===== src/lff_map.vh =====
// register map and field constants of the led fault flag block
`ifndef LFF_MAP_VH
`define LFF_MAP_VH

// ----------------------------------------------------------------------
// register indices (byte address is four times the index)
// ----------------------------------------------------------------------
`define LFF_IDX_OPEN_EF     8'hA9
`define LFF_IDX_OPEN_GH     8'hAA
`define LFF_IDX_SHORT_AB    8'hAB
`define LFF_IDX_IRQ_STATUS  8'hB0
`define LFF_IDX_IRQ_MASK    8'hB1

// ----------------------------------------------------------------------
// byte addresses on the apb bus
// ----------------------------------------------------------------------
`define LFF_ADDR_W          10
`define LFF_ADDR_OPEN_EF    10'h2A4
`define LFF_ADDR_OPEN_GH    10'h2A8
`define LFF_ADDR_SHORT_AB   10'h2AC
`define LFF_ADDR_IRQ_STATUS 10'h2C0
`define LFF_ADDR_IRQ_MASK   10'h2C4

// ----------------------------------------------------------------------
// register select one-hot positions
// ----------------------------------------------------------------------
`define LFF_SEL_W           5
`define LFF_SEL_OPEN_EF     0
`define LFF_SEL_OPEN_GH     1
`define LFF_SEL_SHORT_AB    2
`define LFF_SEL_IRQ_STATUS  3
`define LFF_SEL_IRQ_MASK    4

// ----------------------------------------------------------------------
// field layout and reset values
// ----------------------------------------------------------------------
`define LFF_FLAG_W          8
`define LFF_HI_LSB          4
`define LFF_LO_LSB          0
`define LFF_RSVD_HI_BIT     7
`define LFF_RSVD_LO_BIT     3
`define LFF_FLAG_RESET      8'h00
`define LFF_IRQ_W           24
`define LFF_IRQ_EF_LSB      0
`define LFF_IRQ_GH_LSB      8
`define LFF_IRQ_AB_LSB      16
`define LFF_IRQ_RESET       24'h000000
`define LFF_DATA_W          32

`endif


===== src/lff_apb_port.v =====
// apb slave handshake and address decode of the led fault flag block
`include "lff_map.vh"

module lff_apb_port (
    psel,
    penable,
    pwrite,
    paddr,
    pready,
    setup,
    commit_wr,
    sel,
    hit
);
    input  wire                       psel;
    input  wire                       penable;
    input  wire                       pwrite;
    input  wire [`LFF_DATA_W-1:0]     paddr;
    output wire                       pready;
    output wire                       setup;
    output wire                       commit_wr;
    output wire [`LFF_SEL_W-1:0]      sel;
    output wire                       hit;

    // ------------------------------------------------------------------
    // address decode
    // ------------------------------------------------------------------
    function [`LFF_SEL_W-1:0] decode;
        input [`LFF_DATA_W-1:0] addr;
        reg   [`LFF_SEL_W-1:0]  s;
        begin
            s = {`LFF_SEL_W{1'b0}};
            if (addr[`LFF_DATA_W-1:`LFF_ADDR_W] == 22'h000000) begin
                case (addr[`LFF_ADDR_W-1:0])
                    `LFF_ADDR_OPEN_EF:    s[`LFF_SEL_OPEN_EF]    = 1'b1;
                    `LFF_ADDR_OPEN_GH:    s[`LFF_SEL_OPEN_GH]    = 1'b1;
                    `LFF_ADDR_SHORT_AB:   s[`LFF_SEL_SHORT_AB]   = 1'b1;
                    `LFF_ADDR_IRQ_STATUS: s[`LFF_SEL_IRQ_STATUS] = 1'b1;
                    `LFF_ADDR_IRQ_MASK:   s[`LFF_SEL_IRQ_MASK]   = 1'b1;
                    default:              s = {`LFF_SEL_W{1'b0}};
                endcase
            end
            decode = s;
        end
    endfunction

    // ------------------------------------------------------------------
    // handshake: no wait state, access ends in its first cycle
    // ------------------------------------------------------------------
    assign sel       = decode(paddr);
    assign hit       = |sel;
    assign setup     = psel & ~penable;
    // answer registered at setup, so access phase can complete at once
    assign pready    = psel & penable;
    assign commit_wr = psel & penable & pwrite;
endmodule


===== src/lff_regs.v =====
// led fault flag registers with apb slave and fault interrupt
//
// Overview of operation
// - e/f open-fault register at index A9h, read-only, reset zero, bits 7,3 zero
// - g/h open-fault register at index AAh, read-only, reset zero, bits 7,3 zero
// - a/b short-fault register at index ABh, read-only, reset zero, bits 7,3 zero
// - e/f register: bits 6..4 channel f outputs 2..0, bits 2..0 e
// - g/h register: bits 6..4 channel h outputs 2..0, bits 2..0 g
// - a/b register: bits 6..4 channel b outputs 2..0, bits 2..0 a
// - open flag reads one when an open fault is detected, else zero
// - short flag reads one when a short fault is detected, else zero
//
// Decided for this implementation: register access over APB.
`include "lff_map.vh"

module lff_regs (
    clk,
    rst,
    psel,
    penable,
    pwrite,
    paddr,
    pwdata,
    pstrb,
    prdata,
    pready,
    pslverr,
    open_flag_chan_e0,
    open_flag_chan_e1,
    open_flag_chan_e2,
    open_flag_chan_f0,
    open_flag_chan_f1,
    open_flag_chan_f2,
    open_flag_chan_g0,
    open_flag_chan_g1,
    open_flag_chan_g2,
    open_flag_chan_h0,
    open_flag_chan_h1,
    open_flag_chan_h2,
    short_flag_chan_a0,
    short_flag_chan_a1,
    short_flag_chan_a2,
    short_flag_chan_b0,
    short_flag_chan_b1,
    short_flag_chan_b2,
    irq
);
    input  wire                       clk;
    input  wire                       rst;
    input  wire                       psel;
    input  wire                       penable;
    input  wire                       pwrite;
    input  wire [`LFF_DATA_W-1:0]     paddr;
    input  wire [`LFF_DATA_W-1:0]     pwdata;
    input  wire [3:0]                 pstrb;
    output wire [`LFF_DATA_W-1:0]     prdata;
    output wire                       pready;
    output wire                       pslverr;
    input  wire                       open_flag_chan_e0;
    input  wire                       open_flag_chan_e1;
    input  wire                       open_flag_chan_e2;
    input  wire                       open_flag_chan_f0;
    input  wire                       open_flag_chan_f1;
    input  wire                       open_flag_chan_f2;
    input  wire                       open_flag_chan_g0;
    input  wire                       open_flag_chan_g1;
    input  wire                       open_flag_chan_g2;
    input  wire                       open_flag_chan_h0;
    input  wire                       open_flag_chan_h1;
    input  wire                       open_flag_chan_h2;
    input  wire                       short_flag_chan_a0;
    input  wire                       short_flag_chan_a1;
    input  wire                       short_flag_chan_a2;
    input  wire                       short_flag_chan_b0;
    input  wire                       short_flag_chan_b1;
    input  wire                       short_flag_chan_b2;
    output wire                       irq;

    // ------------------------------------------------------------------
    // field packing
    // ------------------------------------------------------------------
    // two three-output channels into one byte, reserved bits zero
    function [`LFF_FLAG_W-1:0] pack_pair;
        input [2:0] hi_chan;
        input [2:0] lo_chan;
        reg   [`LFF_FLAG_W-1:0] b;
        begin
            b = `LFF_FLAG_RESET;
            b[`LFF_HI_LSB+2:`LFF_HI_LSB] = hi_chan;
            b[`LFF_LO_LSB+2:`LFF_LO_LSB] = lo_chan;
            b[`LFF_RSVD_HI_BIT]          = 1'b0;
            b[`LFF_RSVD_LO_BIT]          = 1'b0;
            pack_pair = b;
        end
    endfunction

    // byte-lane merge of a write into a register image
    function [`LFF_IRQ_W-1:0] lane_merge;
        input [`LFF_IRQ_W-1:0]  old_val;
        input [`LFF_DATA_W-1:0] wdata;
        input [3:0]             strb;
        reg   [`LFF_IRQ_W-1:0]  v;
        integer                 i;
        begin
            v = old_val;
            for (i = 0; i < 3; i = i + 1) begin
                if (strb[i]) begin
                    v[i*8 +: 8] = wdata[i*8 +: 8];
                end
            end
            lane_merge = v;
        end
    endfunction

    // ------------------------------------------------------------------
    // bus port
    // ------------------------------------------------------------------
    wire [`LFF_SEL_W-1:0] sel;
    wire                  hit;
    wire                  setup;
    wire                  commit_wr;

    lff_apb_port u_port (
        .psel      (psel),
        .penable   (penable),
        .pwrite    (pwrite),
        .paddr     (paddr),
        .pready    (pready),
        .setup     (setup),
        .commit_wr (commit_wr),
        .sel       (sel),
        .hit       (hit)
    );

    // ------------------------------------------------------------------
    // fault flag images
    // ------------------------------------------------------------------
    wire [`LFF_FLAG_W-1:0] open_ef_nxt;
    wire [`LFF_FLAG_W-1:0] open_gh_nxt;
    wire [`LFF_FLAG_W-1:0] short_ab_nxt;

    // f in upper half, e in lower half
    assign open_ef_nxt = pack_pair(
        {open_flag_chan_f2, open_flag_chan_f1, open_flag_chan_f0},
        {open_flag_chan_e2, open_flag_chan_e1, open_flag_chan_e0});
    // h in upper half, g in lower half
    assign open_gh_nxt = pack_pair(
        {open_flag_chan_h2, open_flag_chan_h1, open_flag_chan_h0},
        {open_flag_chan_g2, open_flag_chan_g1, open_flag_chan_g0});
    // b in upper half, a in lower half
    assign short_ab_nxt = pack_pair(
        {short_flag_chan_b2, short_flag_chan_b1, short_flag_chan_b0},
        {short_flag_chan_a2, short_flag_chan_a1, short_flag_chan_a0});

    reg [`LFF_FLAG_W-1:0] open_fault_flags_ef_r;
    reg [`LFF_FLAG_W-1:0] open_fault_flags_gh_r;
    reg [`LFF_FLAG_W-1:0] short_fault_flags_ab_r;

    // images follow the detectors only; bus writes never reach them
    always @(posedge clk or posedge rst) begin
        if (rst) begin
            open_fault_flags_ef_r  <= `LFF_FLAG_RESET;
            open_fault_flags_gh_r  <= `LFF_FLAG_RESET;
            short_fault_flags_ab_r <= `LFF_FLAG_RESET;
        end else begin
            open_fault_flags_ef_r  <= open_ef_nxt;
            open_fault_flags_gh_r  <= open_gh_nxt;
            short_fault_flags_ab_r <= short_ab_nxt;
        end
    end

    // ------------------------------------------------------------------
    // interrupt status and mask
    // ------------------------------------------------------------------
    wire [`LFF_IRQ_W-1:0] new_fault;
    wire [`LFF_IRQ_W-1:0] status_clr;
    wire [`LFF_IRQ_W-1:0] irq_status_nxt;
    wire [`LFF_IRQ_W-1:0] irq_mask_nxt;
    reg  [`LFF_IRQ_W-1:0] irq_status_r;
    reg  [`LFF_IRQ_W-1:0] irq_mask_r;

    // a flag going from clear to set is a new fault
    assign new_fault = {short_ab_nxt & ~short_fault_flags_ab_r,
                        open_gh_nxt  & ~open_fault_flags_gh_r,
                        open_ef_nxt  & ~open_fault_flags_ef_r};

    // write one to clear, byte lanes honoured
    assign status_clr = (commit_wr && sel[`LFF_SEL_IRQ_STATUS]) ?
                        lane_merge({`LFF_IRQ_W{1'b0}}, pwdata, pstrb) :
                        {`LFF_IRQ_W{1'b0}};

    // set wins over a clear in the same cycle
    assign irq_status_nxt = (irq_status_r & ~status_clr) | new_fault;

    assign irq_mask_nxt = (commit_wr && sel[`LFF_SEL_IRQ_MASK]) ?
                          lane_merge(irq_mask_r, pwdata, pstrb) :
                          irq_mask_r;

    always @(posedge clk or posedge rst) begin
        if (rst) begin
            irq_status_r <= `LFF_IRQ_RESET;
            irq_mask_r   <= `LFF_IRQ_RESET;
        end else begin
            irq_status_r <= irq_status_nxt;
            irq_mask_r   <= irq_mask_nxt;
        end
    end

    // level output, high while any unmasked event is pending
    assign irq = |(irq_status_r & irq_mask_r);

    // ------------------------------------------------------------------
    // read data and error answer
    // ------------------------------------------------------------------
    reg  [`LFF_DATA_W-1:0] rd_mux;
    reg  [`LFF_DATA_W-1:0] prdata_r;
    reg                    pslverr_r;

    always @* begin
        rd_mux = {`LFF_DATA_W{1'b0}};
        case (sel)
            (5'h01 << `LFF_SEL_OPEN_EF):
                rd_mux[`LFF_FLAG_W-1:0] = open_fault_flags_ef_r;
            (5'h01 << `LFF_SEL_OPEN_GH):
                rd_mux[`LFF_FLAG_W-1:0] = open_fault_flags_gh_r;
            (5'h01 << `LFF_SEL_SHORT_AB):
                rd_mux[`LFF_FLAG_W-1:0] = short_fault_flags_ab_r;
            (5'h01 << `LFF_SEL_IRQ_STATUS):
                rd_mux[`LFF_IRQ_W-1:0] = irq_status_r;
            (5'h01 << `LFF_SEL_IRQ_MASK):
                rd_mux[`LFF_IRQ_W-1:0] = irq_mask_r;
            default:
                rd_mux = {`LFF_DATA_W{1'b0}};
        endcase
    end

    // answer captured in the setup cycle and held through access
    always @(posedge clk or posedge rst) begin
        if (rst) begin
            prdata_r  <= {`LFF_DATA_W{1'b0}};
            pslverr_r <= 1'b0;
        end else if (setup) begin
            prdata_r  <= pwrite ? {`LFF_DATA_W{1'b0}} : rd_mux;
            pslverr_r <= ~hit;
        end
    end

    assign prdata  = prdata_r;
    // error only inside the access phase, as apb expects
    assign pslverr = pslverr_r & pready;
endmodule

===== config.mk =====
export PLATFORM = sky130hd
export DESIGN_NAME = lff_regs
export DESIGN_NICKNAME = d
export VERILOG_FILES = /design/src/lff_apb_port.v /design/src/lff_regs.v
export VERILOG_INCLUDE_DIRS = /design/src /design/src/src
export SDC_FILE = /design/constraint.sdc
export NUM_CORES = 1
export LEC_CHECK = 0
export ABC_AREA = 0
export BUFFER_PORTS_ARGS = -buffer_cell sky130_fd_sc_hd__buf_2
export CORE_ASPECT_RATIO = 1.5
export CORE_MARGIN = 5
export CORE_UTILIZATION = 35
export DETAILED_ROUTE_END_ITERATION = 8
export PLACE_DENSITY_LB_ADDON = 0.12
export SETUP_SLACK_MARGIN = 0.02
export SYNTH_ARGS = -nofsm -noshare
export SYNTH_HDL_FRONTEND = slang
export SYNTH_HIERARCHICAL = 1
export SYNTH_SLANG_ARGS = --single-unit

===== constraint.sdc =====
create_clock -name clk -period 3.44 [get_ports clk]
set_input_delay 0.344 -clock clk [delete_from_list [all_inputs] [get_ports clk]]
set_output_delay 0.344 -clock clk [all_outputs]
set_load 0.01 [all_outputs]

* Yosys cells after proc, flatten, opt, wreduce, memory -nomap -nowiden
Cells that the tools add are included.
W data, S select, Z words.
** Operators by class
- Eq/ne operators :: 10
- Multiplexer cells :: 13
- Bitwise gates (word level) :: 16
- Reductions and logical operators :: 8
** Operators with widths (count)
- $eq A10 B10 Y1 const B :: 5
- $and A24 B24 Y24 :: 2
- $mux W24 :: 2
- $pmux W8 S5 :: 1
- $pmux W16 S2 :: 1
- $and A7 B8 Y8 :: 3
- $mux W8 :: 3
- $not A24 Y24 :: 1
- $not A7 Y8 :: 3
- $or A24 B24 Y24 :: 1
- $reduce_or A24 Y1 :: 1
- $logic_not A22 Y1 :: 1
- $reduce_and A2 Y1 :: 3
- $eq A5 B1 Y1 const B :: 1
- $eq A5 B2 Y1 const B :: 1
- $eq A5 B3 Y1 const B :: 1
- $eq A5 B4 Y1 const B :: 1
- $eq A5 B5 Y1 const B :: 1
- $mux W1 :: 5
- $mux W5 :: 1
- $reduce_or A5 Y1 :: 1
- $and A1 B1 Y1 :: 4
- $logic_and A1 B1 Y1 :: 2
- $not A1 Y1 :: 2
** Word-level totals
- Register bits :: 99
- Bits of input ports :: 91
- Output and inout bits :: 35
- Logic and storage cells :: 56

* Depth between registers and ports, before layout
Gate-level depths: netlist of the first run.
- Depth in word-level cells :: 8
- Gate-level depth with buffers :: 10
- Gate-level depth less buffers :: 7

* Modules after synthesis
The synthesis of the first run kept the hierarchy.
** Modules (own cells, without submodules)
- lff_regs :: instances 1, cells each 345, area an instance 3986.3 µm², sequential area each 2277.2 µm²
- lff_apb_port :: instances 1, cells each 26, area an instance 202.7 µm², sequential area each 0.0 µm²

* Worst setup path after synthesis of the first run
No wires, ideal clock.
- Path kind :: input to register
- From :: input port paddr[14]
- To :: register prdata_r[12] (netlist: prdata[12])
- Library setup time :: 0.083 ns
- Arrival time :: 2.188 ns
- Data required time :: 3.357 ns
- Slack :: 1.169 ns
- Cell stages on the path :: 9
- Cell sequence :: nor4_2 -> nand4_2 -> nor4b_2 -> nor2b_2 -> nor2b_2 -> buf_6 -> buf_12 -> a22oi_2 -> o22ai_2
** On the way
- Longest elaborated chain between the ends :: 5
** Ends and longest elaborated chain
- from (decl) :: line lff_regs.v:53 : input wire [`LFF_DATA_W-1:0] paddr;
- $logic_not A22 Y1 (*) :: line lff_apb_port.v:33 : if (addr[`LFF_DATA_W-1:`LFF_ADDR_W] == 22'h000000) begin
- $mux W5 (*) :: line lff_apb_port.v:33
- via sel[3] :: line lff_regs.v:118 : wire [`LFF_SEL_W-1:0] sel;
- $eq A5 B5 Y1 or $eq A5 B4 Y1 (tied branches) :: line lff_regs.v:221 : case (sel)
- $pmux W16 S2 (*) :: line lff_regs.v:221
- $mux W24 (*) :: line lff_regs.v:243 : prdata_r <= pwrite ? {`LFF_DATA_W{1'b0}} : rd_mux;
- to (signal assigned) :: line lff_regs.v:240 : prdata_r <= {`LFF_DATA_W{1'b0}};
- to (signal assigned) :: line lff_regs.v:243
- to (decl) :: line lff_regs.v:216 : reg [`LFF_DATA_W-1:0] prdata_r;
The timed path passes the listed nets; every way through them passes the cells marked *.
A chain may end at the register's enable or synchronous reset.

* Final worst setup path of the first run
- From :: input port paddr[1]
- To :: register prdata_r[17] (netlist: prdata[17])
** On the way
- Longest elaborated chain between the ends :: 6
** Ends and longest elaborated chain
- $eq A10 B10 Y1 (*) :: line lff_apb_port.v:34 : case (addr[`LFF_ADDR_W-1:0])
- $mux W1 (*) :: line lff_apb_port.v:34
- $mux W5 (*) :: line lff_apb_port.v:33
- via sel[3] :: line lff_regs.v:118
- $eq A5 B5 Y1 or $eq A5 B4 Y1 (tied branches) :: line lff_regs.v:221
- $pmux W16 S2 (*) :: line lff_regs.v:221
- $mux W24 (*) :: line lff_regs.v:243
Marks and branches as above.

==> impl_results.md, run 1 <==
- Share of power burned in registers: 49.9%
- Gr usage total: 16.5%
- Syn avg cell area: 11.3 um^2
- Worst setup path class: in2reg
- DR iter-0 viols: 119
- CP required: 3.70 ns
- Most frequent cells in the layout: 108 x buf_2, 91 x dfrtp_1, 37 x inv_1, 37 x nand2_1
- Slew Viols, Final: 0
- CTS tree: done
- Synth Area in Compound Gates: 19.1%
- Min cycle time layout: 2.39 ns
- Largest family of logic cells by synthesized area: compound AO/OA/AOI/OAI gates
- Row count: 49
- Initial Util: 35.2%
- Number of synthesis warnings: 6
- Ys flop type: dfrtp_1
- Largest net degree at the start of global routing: 54
- Hold Violations, Final: 0
- Yosys reg bits: 91
- Clock transition at path regs: 0.07 ns
- I/O pin count: 126
- CP Launch Type: primary input
- Via density: 4.95
- Sink Count: 91
- Final design utilization: 43.7%
- # diodes: 0
- Die Y-Extent: 144 um
- Layout cells sized above 1: 39.0%
- DRC: 0
- GRT overflow: 0
- # resized after CTS: 0
- Non-filler cells, final: 643
- Number of hold buffers added after CTS: 0
- Sequential area share after synthesis: 54.4%
- Post-Synth Adder-Cell Area: 0%
- Sw Share: 22.5%
- Period utilization: 69.6%
- Post-route setup TNS: 0 ns
- Yosys cell types: 44
- Cell-internal power: 1690 uW
- Class of the worst hold path: in2reg
- Met2 Track Usage GR: 29.8%
- Status: complete, no violations
- Busiest metal layer after global routing: met2
- Post-Syn Area: 4190 um^2
- Placed Instances: 628
- Synth Instances: 371
- DRT Pass-1 Iters: 4
- Dpl hpwl: 8550 um
- First-pass GRT wire length: 17900 um
- Final setup viols: 0
- ANT nets after route: 0
- Htree depth: 3
- Psw: 492 uW
- Xor/xnor cell area share of the yosys netlist: 0%
- Ys async rst share: 100%
- Max cap viols: 0
- IO buf count: 108
- Multiplexer share of the synthesized area: 6.69%
- Commonest non-fill, non-tap cell in the layout: buf_2
- Worst-Skew Late Latency: 0.34 ns
- Via count: 3181
- Clk pwr share: 44.9%
- CP Max Fanout: 13
- Layout Area Growth over Synthesis: 24.2%
- RSZ-0062 raised after global routing: false
- Peak Freq: 0.418 GHz
- TritonCTS buffer count: 9
- Post-CTS setup buffer count: 0
- Pleak: 0.00250 uW
- Post-Synth Simple-Gate Area: 12.6%
- Setup crit end kind: flop
- Post-synth EDFFs: 0
- Core area: 11900 um^2
- Power per cell area: 419 nW/um^2
- Fin nets: 577
- Worst Max-Slew Pin Slew: 0.931 ns
- Initial antenna violation count: 0
- Final Routed Wirelength: 11100 um
- Met3 Use GR: 2.70%
- Root Driver: clkbuf_16
- Combinational power share: 5.3%
- Met1 Usage GRT: 19.2%
- CP arrival: 2.66 ns
- Max-slew headroom: 37.9%
- WHS: 0.120 ns
- Die W: 99.3 um
- RePlAce Congestion: 0.760
- Avg WL per Cell: 17.3 um
- Total die area: 14300 um^2
- Total Power: 2180 uW
- Final-layout fill cell count: 1198
- Vias in the first global route: 3409
- Clock Tree Buf Depth: 2
- Peak VDD IR: 0.223 mV
- Layout Skew: 0.00553 ns
Yosys cell counts, types with 8 or more instances:
library cell  instances  area (um^2)
nor2b_1               9         56.3
a22oi_1              24          180
a22o_1               12          105
a22oi_2              10          125
nand2_1              37          139
o22ai_1               8         50.1
clkbuf_1             10         37.5
buf_4                 8         60.1
inv_1                38          143
dfrtp_1              91         2280
mux2_2               24          270
o21ai_0              21          105
o22ai_2              10          125
metrics by stage:
step / worst slack [ns] / area [um^2]
after floorplan: 0.732 / 4220
after global placement: 0.703 / 4910
after detailed placement: 0.692 / 4910
after CTS: 1.05 / 5200
after global routing: 0.892 / 5200
final: 1.05 / 5200
power by group through the flow:
stage	registers, uW	clock network, uW	logic, uW
6_report	1090	979	115
5_1_grt	1090	1050	131
4_1_cts	1090	1010	118
3_5_place_dp	1110	0	118
3_3_place_gp	1110	0	116
2_1_floorplan	1100	0	50.0
state kept, by name (all words and copies together), names as in the netlist:
| signal | count |
|---|---|
| prdata | 24 |
| irq_status_r | 24 |
| irq_mask_r | 24 |
| open_fault_flags_ef_r | 6 |
| short_fault_flags_ab_r | 6 |
| pslverr_r | 1 |
| open_fault_flags_gh_r | 6 |
metal layers:
layer  up-vias  wire, um
met4         0       228
li1       1536         -
met3        14       437
met2        80      5990
met5         -         0
met1      1551      4480
final cells by class:
class                      count  area (um^2)  area share (%)
clock inverter                 5         62.6            1.20
inverter                      38          144            2.77
multi-input combinational    226         1640            31.6
tap                          153          191            3.68
timing repair buffer         120          656            12.6
sequential                    91         2280            43.8
clock buffer                  10          229            4.40
path summary, 6_finish.rpt:
path	from	endpoint	slack (ns)	cells after the start
max in group asynchronous	rst	irq_mask_r[0]	2.45	3
min	short_flag_chan_b0	short_fault_flags_ab_r[4]	0.12	1
min reg2reg	open_fault_flags_ef_r[1]	irq_status_r[1]	0.46	1
max	paddr[1]	prdata[17]	1.05	9
min in group asynchronous	rst	open_fault_flags_ef_r[5]	0.18	2
max reg2reg	short_fault_flags_ab_r[6]	prdata[6]	2.41	3
cells by family after synthesis:
logic type | Yosys count
and+or+nand+nor | 91
buffers and inverters | 61
other | 1
muxes | 25
DFF | 91
AOI/OAI and AO/OA | 102
critical path, cell delays in order:
cell and delay, ns:
buf_2 0.10, nor4_2 0.30, nand4_2 0.23, nor4b_2 0.34, nor2b_2 0.44, nor2b_2 0.47, buf_12 0.21, a22oi_1 0.10
o22ai_1 0.10
No activity file was read; power rests on OpenSTA's default activity.
==> run 2: changes to the inputs <==
--- a/config.mk
+++ b/config.mk
@@ -6,7 +6,7 @@
 export SDC_FILE = /design/constraint.sdc
 export NUM_CORES = 1
 export LEC_CHECK = 0
-export ABC_AREA = 0
+export ABC_AREA = 1
 export BUFFER_PORTS_ARGS = -buffer_cell sky130_fd_sc_hd__buf_2
 export CORE_ASPECT_RATIO = 1.5
 export CORE_MARGIN = 5
==> constraint.sdc (replaced) <==
create_clock -name clk -period 2.4 [get_ports clk]
set_input_delay 0.24 -clock clk [delete_from_list [all_inputs] [get_ports clk]]
set_output_delay 0.24 -clock clk [all_outputs]
set_load 0.01 [all_outputs]
==> impl_results.md, run 2 <==
- Status: complete, no violations (unchanged)
- Pleak: 0.00302 uW (was 0.00250 uW)
- RSZ-0062 raised after global routing: false (unchanged)
- Setup crit end kind: flop (unchanged)
- Class of the worst hold path: in2async (was in2reg)
- Synth area leader: dfrtp_1 (unchanged)
- Layout Area Growth over Synthesis: 23.8% (was 24.2%)
- Ys async rst share: 100% (unchanged)
- Slew Viols, Final: 0 (unchanged)
- Synth Instances: 530 (was 371)
- Die Y-Extent: 148 um (was 144 um)
- Row count: 50 (was 49)
- Sink Count: 91 (unchanged)
- Worst Max-Slew Pin Slew: 0.929 ns (was 0.931 ns)
- Most frequent cells in the layout: 124 x nand2_1, 108 x buf_2, 99 x inv_1, 91 x dfrtp_1, 58 x o21ai_0 (was 108 x buf_2, 91 x dfrtp_1, 37 x inv_1, 37 x nand2_1)
- I/O pin count: 126 (unchanged)
- Sequential area share after synthesis: 51.3% (was 54.4%)
- Post-CTS setup buffer count: 0 (unchanged)
- DR WL met2: 6230 um (was 5990 um)
- Most common library cells after synthesis: 124 x nand2_1, 100 x inv_1, 91 x dfrtp_1 (was 91 x dfrtp_1, 38 x inv_1, 37 x nand2_1)
- GRT overflow: 0 (unchanged)
- Final setup viols: 0 (unchanged)
- Worst reg-to-reg path cell count: 4 (was 3)
- Ys flop type: dfrtp_1 (unchanged)
- RePlAce Congestion: 0.891 (was 0.760)
- IO buf count: 108 (unchanged)
- Syn avg cell area: 8.37 um^2 (was 11.3 um^2)
- Max-slew headroom: 38.0% (was 37.9%)
- CP required: 2.62 ns (was 3.70 ns)
- Initial Util: 35.6% (was 35.2%)
- Clock Tree Buf Depth: 2 (unchanged)
- Most numerous cell in the Yosys netlist: nand2_1 (was dfrtp_1)
- DRT Pass-1 Iters: 5 (was 4)
- # resized after CTS: 0 (unchanged)
- First-pass GRT wire length: 19600 um (was 17900 um)
- TritonCTS buffer count: 9 (unchanged)
- Commonest non-fill, non-tap cell in the layout: nand2_1 (was buf_2)
- Met3 wire length: 554 um (was 437 um)
- Top cells by area, synth: dfrtp_1 51%, nand2_1 10%, inv_1 8.5% (was dfrtp_1 54%, mux2_2 6.5%, a22oi_1 4.3%)
- Yosys reg bits: 91 (unchanged)
- Min cycle time layout: 2.03 ns
- Initial antenna violation count: 2 (was 0)
- DRC: 0 (unchanged)
- Avg WL per Cell: 14.7 um (was 17.3 um)
- CTS tree: done (unchanged)
- Post-route setup TNS: 0 ns (unchanged)
- Via count: 3799 (was 3181)
- Vias in the first global route: 4024 (was 3409)
- Largest net degree at the start of global routing: 35 (was 54)
- Post-Syn Area: 4440 um^2 (was 4190 um^2)
- Core area: 12400 um^2 (was 11900 um^2)
- Power per cell area: 597 nW/um^2 (was 419 nW/um^2)
- Number of hold buffers added after CTS: 0 (unchanged)
- DP Worst Slack: -0.000830 ns (was 0.692 ns)
- Hold Violations, Final: 0 (unchanged)
- DR iter-0 viols: 127 (was 119)
- Non-filler cells, final: 808 (was 643)
- Met1 wire length: 4810 um (was 4480 um)
- Layout Skew: 0.00571 ns (was 0.00553 ns)
- Clock transition at path regs: 0.06 ns (was 0.07 ns)
- Worst-Skew Late Latency: 0.33 ns (was 0.34 ns)
- Fin nets: 736 (was 577)
- Peak VDD IR: 0.386 mV (was 0.223 mV)
- Max cap viols: 0 (unchanged)
- Root Driver: clkbuf_16 (unchanged)
- Via density: 4.70 (was 4.95)
- Layout cells sized above 1: 25.4% (was 39.0%)
- Htree depth: 3 (unchanged)
- Final Routed Wirelength: 11900 um (was 11100 um)
- Synth top area share: 51.3% (was 54.4%)
- Yosys cell types: 29 (was 44)
- Total die area: 15100 um^2 (was 14300 um^2)
- Number of synthesis warnings: 6 (unchanged)
- ANT nets after route: 0 (unchanged)
- Post-synth EDFFs: 0 (unchanged)
- Dpl hpwl: 9210 um (was 8550 um)
- Fin worst setup slack: 0.371 ns (was 1.05 ns)
- Die W: 102 um (was 99.3 um)
- CP Launch Type: primary input (unchanged)
- Placed Instances: 790 (was 628)
- Gr usage total: 16.7% (was 16.5%)
- Worst setup path class: in2reg (unchanged)
- DR top layer: met4 (unchanged)
- CP Max Fanout: 14 (was 13)
- Peak Freq: 0.493 GHz
- CP arrival: 2.25 ns (was 2.66 ns)
- Period utilization: 84.5%
## run 2: changes by cell type after synthesis, sizes merged, moves of 7 or more
cell / previous run / this run
clkbuf: 10 / 2
nand2: 37 / 124
nor4: 7 / 0
nor2: 2 / 36
mux2: 24 / 6
a22o: 12 / 0
buf: 13 / 20
o21ai: 23 / 61
nand3: 5 / 16
nor2b: 11 / 0
a22oi: 34 / 0
nand4: 4 / 26
inv: 38 / 103
## run 2: kinds of logic (layout without fill, tap and decap cells)
kind of cell	count (synthesis)	after routing	synth area share, %
AOI/OAI and AO/OA	99	99	13.6
buffers and inverters	125	238	12.1
other	1	10	0.0845
muxes	6	6	1.52
DFF	91	91	51.3
and+or+nand+nor	208	208	21.3
## run 2: worst max-delay path: stages
cell and delay (ns):
buf_2 0.09, or2_1 0.21, nor2_1 0.10, nand2_1 0.09, nor2_4 0.14, nand2_1 0.09
nor2_1 0.29, inv_1 0.30, nand3_2 0.21, buf_4 0.25, o22ai_2 0.09, nand2_1 0.08
nand2_1 0.05
## run 2: layout make-up
cell class / instances / area [um^2]
Antenna cell: 2 / 5.00
Sequential cell: 91 / 2280
Clock buffer: 12 / 256
Inverter: 103 / 390
Timing Repair Buffer: 119 / 648
Tap cell: 156 / 195
Fill cell: 1281 / 6960
Clock inverter: 4 / 72.6
Multi-Input combinational cell: 321 / 1650
## run 2: path summary, 6_finish.rpt
kind | startpoint | to | slack, ns
max | paddr[11] | prdata[14] | 0.37
min | rst | prdata[9] | 0.003
max reg2reg | open_fault_flags_gh_r[2] | prdata[2] | 1.42
min reg2reg | prdata[19] | prdata[19] | 0.47
max in group asynchronous | rst | prdata[2] | 1.81
min in group clk | open_flag_chan_f1 | open_fault_flags_ef_r[5] | 0.02
## run 2: power breakdown
part	internal (uW)	switching, uW	total, uW
registers	1550	11.6	1560
logic	70.7	108	179
clock network	968	570	1540
## run 2: layer usage
layer	GRT usage, %	up-vias
met5	0	-
met4	7.03	0
met3	3.26	22
met2	29.4	88
met1	19.5	1778
li1	-	1911
## run 2: metrics by stage
stage	hold WS (ns)	area [um^2]	util (%)	power [uW]
2_1_floorplan	0.271	4470	-	1670
3_3_place_gp	0.362	5160	41.4	1770
3_5_place_dp	0.364	5160	41.4	1770
4_1_cts	0.00837	5490	44.1	3330
5_1_grt	0.0106	5490	44.1	3410
6_report	0.00274	5490	44.1	3280
